--- src/include/core_pkg.sv ---
package core_pkg;

  // ----------------------------------------------------------------
  // register map
  // ----------------------------------------------------------------
  localparam logic [4:0] ADDR_INDIRECT = 5'h00;
  localparam logic [4:0] ADDR_TIMER    = 5'h01;
  localparam logic [4:0] ADDR_PCL      = 5'h02;
  localparam logic [4:0] ADDR_STATUS   = 5'h03;
  localparam logic [4:0] ADDR_POINTER  = 5'h04;
  localparam logic [4:0] ADDR_TRIM     = 5'h05;
  localparam logic [4:0] ADDR_PORT     = 5'h06;
  localparam logic [4:0] ADDR_IRQ_STAT = 5'h18;
  localparam logic [4:0] ADDR_IRQ_EN   = 5'h19;
  localparam logic [4:0] ADDR_IRQ_CLR  = 5'h1a;
  localparam logic [4:0] ADDR_OPTION   = 5'h1b;
  localparam logic [4:0] ADDR_DIR      = 5'h1c;
  localparam logic [4:0] ADDR_WORKING  = 5'h1d;
  localparam logic [4:0] ADDR_INSTR    = 5'h1e;

  // ----------------------------------------------------------------
  // reset values
  // ----------------------------------------------------------------
  localparam logic [7:0] PCL_RESET      = 8'hff;
  localparam logic [7:0] DIR_RESET      = 8'hff;
  localparam logic [7:0] STATUS_POR     = 8'h18;
  localparam logic [7:0] POINTER_POR    = 8'he0;
  localparam logic [7:0] POINTER_POR_BIG = 8'hc0;
  localparam logic [7:0] POINTER_HI_MASK = 8'he0;
  localparam logic [7:0] POINTER_HI_BIG  = 8'hc0;
  localparam logic [7:0] OPTION_TOP     = 8'hc0;
  localparam logic [7:0] ZERO_BYTE      = 8'h00;

  // status bit positions
  localparam int ST_WAKE = 7;
  localparam int ST_TO   = 4;
  localparam int ST_PD   = 3;
  localparam int ST_Z    = 2;

  // ----------------------------------------------------------------
  // instruction patterns
  // ----------------------------------------------------------------
  localparam logic [11:0] MOVE_REG_MASK = 12'hfc0;
  localparam logic [11:0] MOVE_REG_PAT  = 12'h200;
  localparam logic [11:0] LOAD_LIT_MASK = 12'hf00;
  localparam logic [11:0] LOAD_LIT_PAT  = 12'hc00;
  localparam logic [11:0] STORE_W_MASK  = 12'hfe0;
  localparam logic [11:0] STORE_W_PAT   = 12'h020;
  localparam logic [11:0] IDLE_PAT      = 12'h000;

  // reset causes
  typedef enum logic [2:0] {
    CAUSE_MASTER_CLEAR_PIN_RUN  = 3'h0,
    CAUSE_MASTER_CLEAR_PIN_SLP  = 3'h1,
    CAUSE_WDT_RUN   = 3'h2,
    CAUSE_WDT_SLP   = 3'h3,
    CAUSE_PIN_WAKE  = 3'h4
  } cause_t;

  // core states, gray along reset -> run -> hold
  typedef enum logic [1:0] {
    ST_RESET = 2'b00,
    ST_RUN   = 2'b01,
    ST_HOLD  = 2'b11
  } state_t;

  // irq bits
  localparam int IRQ_RESET  = 0;
  localparam int IRQ_OTHER  = 1;
  localparam int IRQ_WRITE  = 2;

endpackage : core_pkg

--- src/verilog/core_reset_move.sv ---
`timescale 1ns/1ns
module core_reset_move (
  // clock and reset
  input  wire logic        SYS_CLK_I,
  input  wire logic        RESET_I,
  // reset causes, one-cycle pulses, then sleep and memory-size levels
  input  wire logic        POR_I,
  input  wire logic        MASTER_CLEAR_PIN_I,
  input  wire logic        WDT_I,
  input  wire logic        PIN_WAKE_I,
  input  wire logic        SLEEP_I,
  input  wire logic        BIG_MEM_I,
  // instruction stream
  input  wire logic [11:0] INSTR_I,
  input  wire logic        INSTR_VALID_I,
  output logic      [11:0] PASS_INSTR_O,
  output logic             PASS_VALID_O,
  // register port
  input  wire logic [4:0]  ADDR_I,
  input  wire logic [7:0]  WDATA_I,
  input  wire logic        WR_I,
  input  wire logic        RD_I,
  output logic      [7:0]  RDATA_O,
  // outputs
  output logic      [7:0]  DIR_O,
  output logic      [7:0]  PORT_O,
  output logic             IRQ_O
);

  logic [7:0] regs [0:6];
  logic [7:0] working;
  logic [7:0] option;
  logic [7:0] dir;
  logic [2:0] irq_stat;
  logic [2:0] irq_en;
  logic       any_reset;
  logic       is_move;
  logic       is_load;
  logic       is_store;
  logic       is_idle;
  logic [4:0] f_addr;
  logic [7:0] f_val;
  logic [7:0] next_status;
  logic [2:0] irq_set;
  logic       exec;

  // ----------------------------------------------------------------
  // decode
  // ----------------------------------------------------------------
  function automatic logic match(input logic [11:0] w,
                                 input logic [11:0] m,
                                 input logic [11:0] p);
    match = (w & m) == p;
  endfunction : match

  function automatic logic [7:0] rd_reg(input logic [4:0] a,
                                        input logic [7:0] r0,
                                        input logic [7:0] r1,
                                        input logic [7:0] r2,
                                        input logic [7:0] r3,
                                        input logic [7:0] r4,
                                        input logic [7:0] r5,
                                        input logic [7:0] r6);
    case (a)
      core_pkg::ADDR_INDIRECT: rd_reg = r0;
      core_pkg::ADDR_TIMER:    rd_reg = r1;
      core_pkg::ADDR_PCL:      rd_reg = r2;
      core_pkg::ADDR_STATUS:   rd_reg = r3;
      core_pkg::ADDR_POINTER:  rd_reg = r4;
      core_pkg::ADDR_TRIM:     rd_reg = r5;
      core_pkg::ADDR_PORT:     rd_reg = r6;
      default:                 rd_reg = core_pkg::ZERO_BYTE;
    endcase
  endfunction : rd_reg

  assign any_reset = POR_I | MASTER_CLEAR_PIN_I | WDT_I | PIN_WAKE_I;
  assign exec      = INSTR_VALID_I & ~any_reset;
  assign is_move   = exec & match(INSTR_I, core_pkg::MOVE_REG_MASK,
                                  core_pkg::MOVE_REG_PAT);
  assign is_load   = exec & match(INSTR_I, core_pkg::LOAD_LIT_MASK,
                                  core_pkg::LOAD_LIT_PAT);
  assign is_store  = exec & match(INSTR_I, core_pkg::STORE_W_MASK,
                                  core_pkg::STORE_W_PAT);
  assign is_idle   = exec & (INSTR_I == core_pkg::IDLE_PAT);
  assign f_addr    = INSTR_I[4:0];
  assign f_val     = rd_reg(f_addr, regs[0], regs[1], regs[2], regs[3],
                            regs[4], regs[5], regs[6]);

  // ----------------------------------------------------------------
  // status per reset cause
  // ----------------------------------------------------------------
  always_comb begin
    next_status = regs[3];
    if (PIN_WAKE_I) begin
      next_status = {1'b1, 2'b00, 1'b1, 1'b0, regs[3][2:0]};
    end else if (WDT_I) begin
      next_status = {4'h0, SLEEP_I ? 1'b0 : regs[3][3],
                     regs[3][2:0]};
    end else if (MASTER_CLEAR_PIN_I && SLEEP_I) begin
      next_status = {3'b000, 1'b1, 1'b0, regs[3][2:0]};
    end else if (MASTER_CLEAR_PIN_I) begin
      next_status = {3'b000, regs[3][4:0]};
    end else if (is_move) begin
      next_status[core_pkg::ST_Z] = (f_val == core_pkg::ZERO_BYTE);
    end else if (WR_I && ADDR_I == core_pkg::ADDR_STATUS) begin
      next_status = {regs[3][7], WDATA_I[6:5], regs[3][4:3], WDATA_I[2:0]};
    end
  end

  // ----------------------------------------------------------------
  // special registers
  // ----------------------------------------------------------------
  always_ff @(posedge SYS_CLK_I or posedge RESET_I) begin
    if (RESET_I) begin
      for (int i = 0; i < 7; i++) begin
        regs[i] <= core_pkg::ZERO_BYTE;
      end
      regs[2] <= core_pkg::PCL_RESET;
      regs[3] <= core_pkg::STATUS_POR;
      regs[4] <= core_pkg::POINTER_POR;
    end else if (POR_I) begin
      regs[2] <= core_pkg::PCL_RESET;
      regs[3] <= core_pkg::STATUS_POR;
      regs[4] <= BIG_MEM_I ? core_pkg::POINTER_POR_BIG
                           : core_pkg::POINTER_POR;
    end else if (any_reset) begin
      regs[2] <= core_pkg::PCL_RESET;
      regs[3] <= next_status;
      regs[4] <= BIG_MEM_I ? (regs[4] | core_pkg::POINTER_HI_BIG)
                           : (regs[4] | core_pkg::POINTER_HI_MASK);
    end else begin
      regs[3] <= next_status;
      if (is_store && f_addr < 5'd7 && f_addr != core_pkg::ADDR_STATUS) begin
        regs[f_addr[2:0]] <= working;
      end else if (is_move && INSTR_I[5] &&
                   f_addr < 5'd7 && f_addr != core_pkg::ADDR_STATUS) begin
        regs[f_addr[2:0]] <= f_val;
      end else if (WR_I && ADDR_I < 5'd7 &&
                   ADDR_I != core_pkg::ADDR_STATUS) begin
        regs[ADDR_I[2:0]] <= WDATA_I;
      end
    end
  end

  // ----------------------------------------------------------------
  // working, option, direction
  // ----------------------------------------------------------------
  always_ff @(posedge SYS_CLK_I or posedge RESET_I) begin
    if (RESET_I) begin
      working <= core_pkg::ZERO_BYTE;
    end else if (is_load) begin
      working <= INSTR_I[7:0];
    end else if (is_move && !INSTR_I[5]) begin
      working <= f_val;
    end else if (WR_I && ADDR_I == core_pkg::ADDR_WORKING) begin
      working <= WDATA_I;
    end
  end

  always_ff @(posedge SYS_CLK_I or posedge RESET_I) begin
    if (RESET_I) begin
      option <= core_pkg::OPTION_TOP;
      dir    <= core_pkg::DIR_RESET;
    end else if (any_reset) begin
      option <= POR_I ? core_pkg::OPTION_TOP
                      : (option | core_pkg::OPTION_TOP);
      dir    <= core_pkg::DIR_RESET;
    end else if (WR_I && ADDR_I == core_pkg::ADDR_OPTION) begin
      option <= WDATA_I;
    end else if (WR_I && ADDR_I == core_pkg::ADDR_DIR) begin
      dir <= WDATA_I;
    end
  end

  // ----------------------------------------------------------------
  // pass-through of other words
  // ----------------------------------------------------------------
  always_ff @(posedge SYS_CLK_I or posedge RESET_I) begin
    if (RESET_I) begin
      PASS_INSTR_O <= 12'h000;
      PASS_VALID_O <= 1'b0;
    end else begin
      PASS_INSTR_O <= INSTR_I;
      PASS_VALID_O <= exec & ~(is_move | is_load | is_store | is_idle);
    end
  end

  // ----------------------------------------------------------------
  // interrupts: set wins over clear
  // ----------------------------------------------------------------
  assign irq_set = {is_store | (is_move & INSTR_I[5]),
                    1'b0,
                    any_reset};

  always_ff @(posedge SYS_CLK_I or posedge RESET_I) begin
    if (RESET_I) begin
      irq_stat <= 3'h0;
      irq_en   <= 3'h0;
      IRQ_O    <= 1'b0;
    end else begin
      irq_stat <= (irq_stat & ~((WR_I && ADDR_I == core_pkg::ADDR_IRQ_CLR)
                   ? WDATA_I[2:0] : 3'h0)) | irq_set;
      if (WR_I && ADDR_I == core_pkg::ADDR_IRQ_EN) begin
        irq_en <= WDATA_I[2:0];
      end
      IRQ_O <= |(irq_stat & irq_en);
    end
  end

  // ----------------------------------------------------------------
  // read port and pins
  // ----------------------------------------------------------------
  always_ff @(posedge SYS_CLK_I or posedge RESET_I) begin
    if (RESET_I) begin
      RDATA_O <= core_pkg::ZERO_BYTE;
      DIR_O   <= core_pkg::DIR_RESET;
      PORT_O  <= core_pkg::ZERO_BYTE;
    end else begin
      DIR_O  <= dir;
      PORT_O <= regs[6];
      if (!RD_I) begin
        RDATA_O <= core_pkg::ZERO_BYTE;
      end else begin
        case (ADDR_I)
          core_pkg::ADDR_IRQ_STAT: RDATA_O <= {5'h00, irq_stat};
          core_pkg::ADDR_IRQ_EN:   RDATA_O <= {5'h00, irq_en};
          core_pkg::ADDR_WORKING:  RDATA_O <= working;
          core_pkg::ADDR_INSTR:    RDATA_O <= {4'h0, PASS_INSTR_O[11:8]};
          default: RDATA_O <= rd_reg(ADDR_I, regs[0], regs[1], regs[2],
                                     regs[3], regs[4], regs[5], regs[6]);
        endcase
      end
    end
  end

endmodule : core_reset_move
--- config.mk ---
export PLATFORM = sky130hd
export DESIGN_NAME = core_reset_move
export DESIGN_NICKNAME = d
export VERILOG_FILES = /design/src/include/core_pkg.sv /design/src/verilog/core_reset_move.sv
export SDC_FILE = /design/constraint.sdc
export NUM_CORES = 1
export LEC_CHECK = 0
export ABC_AREA = 1
export BUFFER_PORTS_ARGS = -buffer_cell sky130_fd_sc_hd__buf_2
export CAP_MARGIN = 20
export CORE_AREA = 2 2 117 119
export CTS_CLUSTER_DIAMETER = 60
export DETAILED_ROUTE_END_ITERATION = 7
export DIE_AREA = 0 0 119 121
export GPL_TIMING_DRIVEN = 1
export PLACE_DENSITY = 0.75
export SKIP_CTS_REPAIR_TIMING = 1
export SYNTH_ARGS = -nofsm -noshare
export SYNTH_HDL_FRONTEND = slang
export SYNTH_SLANG_ARGS = --single-unit
--- constraint.sdc ---
create_clock -name SYS_CLK_I -period 6.4 [get_ports SYS_CLK_I]
set_clock_uncertainty 0.15 [all_clocks]
set_input_delay 0.32 -clock SYS_CLK_I [delete_from_list [all_inputs] [get_ports SYS_CLK_I]]
set_output_delay 0.32 -clock SYS_CLK_I [all_outputs]
set_load 0.005 [all_outputs]
==> impl_metrics.env <==
export IMPL_status="complete, but fails checks"
export IMPL_violations="negative hold slack"
export IMPL_yosysWarnings=0
export IMPL_synth_area_um2=7130
export IMPL_postPlaceCellArea_um2=7620
export IMPL_cp_arrival_ns=3.52
export IMPL_grt_use_met2=0.583
export IMPL_die_w_um=119
export IMPL_max_freq_mhz=297
export IMPL_grt_met3_usage=0.0883
export IMPL_grtUsageMet1=0.531
export IMPL_endpoint_kind="flip-flop"
export IMPL_synth_cells=1054
export IMPL_io_buffers=73
export IMPL_final_util=0.640
export IMPL_synth_seq_cells=116
export IMPL_numCtsBuffers=17
export IMPL_r2r_end="regs[26]$_DFF_PP0_"
export IMPL_r2r_slack_ns=4.43
export IMPL_worstRegToRegCells=7
export IMPL_synth_edf_count=0
export IMPL_dr_total_vias=7840
export IMPL_min_from="WDATA_I[7]"
export IMPL_cts_tree="done"
export IMPL_grt_overflow=0
export IMPL_slew_headroom=0.379
export IMPL_via_per_inst=5.91
export IMPL_startpoint="INSTR_I[3]"
export IMPL_fillers=1231
export IMPL_grt_max_degree=75
export IMPL_slew_viol_final=0
export IMPL_place_hpwl_um=19700
export IMPL_gp_congestion=1.10
export IMPL_grt_pass1_vias=7179
export IMPL_areaGrowthSynthToFinish_pct=17.3
export IMPL_hold_slack_ns=-0.0152
export IMPL_holdPathStages=3
export IMPL_hold_viol=1
export IMPL_finalCriticalPeriod_ns=3.36
export IMPL_diodes=0
export IMPL_power_density_nw_per_um2=241
export IMPL_timing_final_ws_setup_ns=3.04
export IMPL_required_ns=6.56
export IMPL_postRouteAntennaNets=0
export IMPL_antenna_found_initial=1
export IMPL_synth_flop_cell="dfrtp_1"
export IMPL_finalCritPeriodShare=0.526
export IMPL_drc=0
export IMPL_setup_viol=0
export IMPL_cts_sinks=116
export IMPL_drv_cap=0
export IMPL_grt_busiest_layer="met2"
export IMPL_hold_class="in2reg"
export IMPL_cts_buffer_depth=2
export IMPL_clock_latency_ns=0.43
export IMPL_die_height_um=121
export IMPL_yosysSeqAreaShare=0.412
export IMPL_crit_type="in2reg"
export IMPL_die_area_um2=14400
export IMPL_routedWlPerCell_um=20.5
export IMPL_cts_root_buffer="clkbuf_16"
export IMPL_first_iter_violations=982
export IMPL_tightestPinTransition_ns=0.932
export IMPL_rsz0062_at_grt="no"
export IMPL_worstSetupStartpointType="input port"
export IMPL_design_core_area_um2=13100
export IMPL_first_pass_iters=8
export IMPL_finalSetupTns_ns=0
export IMPL_synthDistinctLibCells=47
export IMPL_syn_nets=1090
export IMPL_synthArstFlopShare=1.00
export IMPL_grt_pass1_wl_um=41200
export IMPL_synth_area_per_cell_um2=6.77
export IMPL_nNetsFinal=1173
export IMPL_place_ws_ns=3.28
export IMPL_leakagePower_nw=4.19
export IMPL_clk_pin_slew_ns=0.06
export IMPL_h_tree_depth=4
export IMPL_final_cell_area_um2=8370
export IMPL_io_pins=74
export IMPL_critPathMaxFanout=34
export IMPL_ir_worst_vdd_uv=219
export IMPL_drt_wl_total_um=27100
export IMPL_r2r_start="regs[15]$_DFFE_PP0P_"
export IMPL_fp_row_count=42
export IMPL_hold_path_end="regs[23]$_DFFE_PP1P_"
export IMPL_drive_gt1_frac=0.159
export IMPL_grtUsageTotal=0.384
export IMPL_start_util=0.545
per-layer routing:
layer | share of wire | vias up | wire length (µm)
met5 | 0.00048 | - | 13
met4 | 0.043 | 2 | 1180
met3 | 0.12 | 89 | 3210
met2 | 0.44 | 478 | 11900
met1 | 0.40 | 3663 | 10800
li1 | - | 3608 | -
registers in the layout (all words and copies together) (netlist names):
name,flops
irq_stat,3
PORT_O,8
working,8
PASS_INSTR_O,12
RDATA_O,8
dir,8
DIR_O,8
regs,56
IRQ_O,1
PASS_VALID_O,1
irq_en,3
synth_stat cells, drive strengths merged, types with 2 or more instances:
| library cell | number | area [µm²] |
|---|---|---|
| nand3b | 2 | 18.8 |
| o221ai | 2 | 17.5 |
| o22ai | 5 | 31.3 |
| o21ai | 95 | 479 |
| a21oi | 22 | 110 |
| a221oi | 2 | 17.5 |
| nand4 | 20 | 131 |
| o211ai | 11 | 87.6 |
| nand2 | 369 | 1400 |
| clkbuf | 12 | 45.0 |
| inv | 81 | 309 |
| a31oi | 6 | 37.5 |
| nand3 | 98 | 508 |
| dfrtp | 87 | 2180 |
| buf | 15 | 83.8 |
| dfstp | 29 | 762 |
| nor2 | 167 | 728 |
| nor3 | 15 | 75.1 |
| clkinv | 4 | 15.0 |
where the power goes:
part / switching, W / leakage, nW / internal [W]
registers: 0.0000700 / 1.46 / 0.000769
logic: 0.000143 / 2.44 / 0.0000532
clock network: 0.000368 / 0.290 / 0.000614
kinds of logic after synthesis:
| logic type | after synthesis | synth area share |
|---|---|---|
| simple gates | 674 | 0.404 |
| compound gates | 152 | 0.121 |
| flops | 116 | 0.412 |
| buf+inv | 112 | 0.0635 |
how the worst max path moves through the flow:
stage	to	slack, ns	cells past startpoint
after global routing	regs[4]$_DFFE_PP0P_	2.86	13
after floorplan	IRQ_O$_DFF_PP0_	2.91	1
after CTS	regs[51]$_DFFE_PP0P_	3.69	12
after detailed placement	regs[51]$_DFFE_PP0P_	3.28	12
final	regs[51]$_DFFE_PP0P_	3.04	13
after global placement	regs[48]$_DFFE_PP0P_	3.36	12
area by class of cell:
type / instances / area [µm²] / share of cell area
repair buffers: 91 / 536 / 0.0640
clock buffers: 17 / 425 / 0.0508
flip-flops and latches: 116 / 2940 / 0.351
well taps: 176 / 220 / 0.0263
inverters: 85 / 327 / 0.0390
clock inverters: 15 / 180 / 0.0215
multi-input cells: 826 / 3740 / 0.447
through the flow:
| step | instances | power [W] |
|---|---|---|
| after detailed placement | 1280 | 0.00102 |
| final | 1326 | 0.00202 |
| after global routing | 1326 | 0.00206 |
| after CTS | 1312 | 0.00200 |
| after global placement | 1280 | 0.00102 |
| after floorplan | 1054 | 0.000908 |
worst max-delay path, cell delays in order:
cell and delay (ns):
dlygate4sd3_1 0.53, buf_2 0.14, nor2_2 0.09, buf_4 0.33, nand2_1 0.14, inv_2 0.12
nand3_1 0.43, nand3_1 0.23, nand2_1 0.39, a21oi_1 0.27, nand3_1 0.31, nand2_1 0.15
nand2_1 0.07
cell usage in the layout (no fill, tap or decap), types with 5 or more instances in the layout:
cell / Yosys / routed
nand2_1: 363 / 363
nor2_1: 146 / 146
nand3_1: 96 / 96
dfrtp_1: 87 / 87
buf_2: 7 / 73
inv_1: 72 / 71
o21ai_0: 63 / 63
o21ai_1: 31 / 31
dfstp_2: 29 / 29
a21oi_1: 22 / 22
nand4_1: 19 / 19
clkbuf_16: 0 / 17
nor3_1: 15 / 15
dlygate4sd3_1: 0 / 14
nor2_2: 13 / 13
o211ai_1: 10 / 10
inv_2: 7 / 7
nor2_4: 7 / 7
nand2_2: 6 / 6
a31oi_1: 6 / 6
o22ai_1: 5 / 5
(Power assumes the default switching activity.)
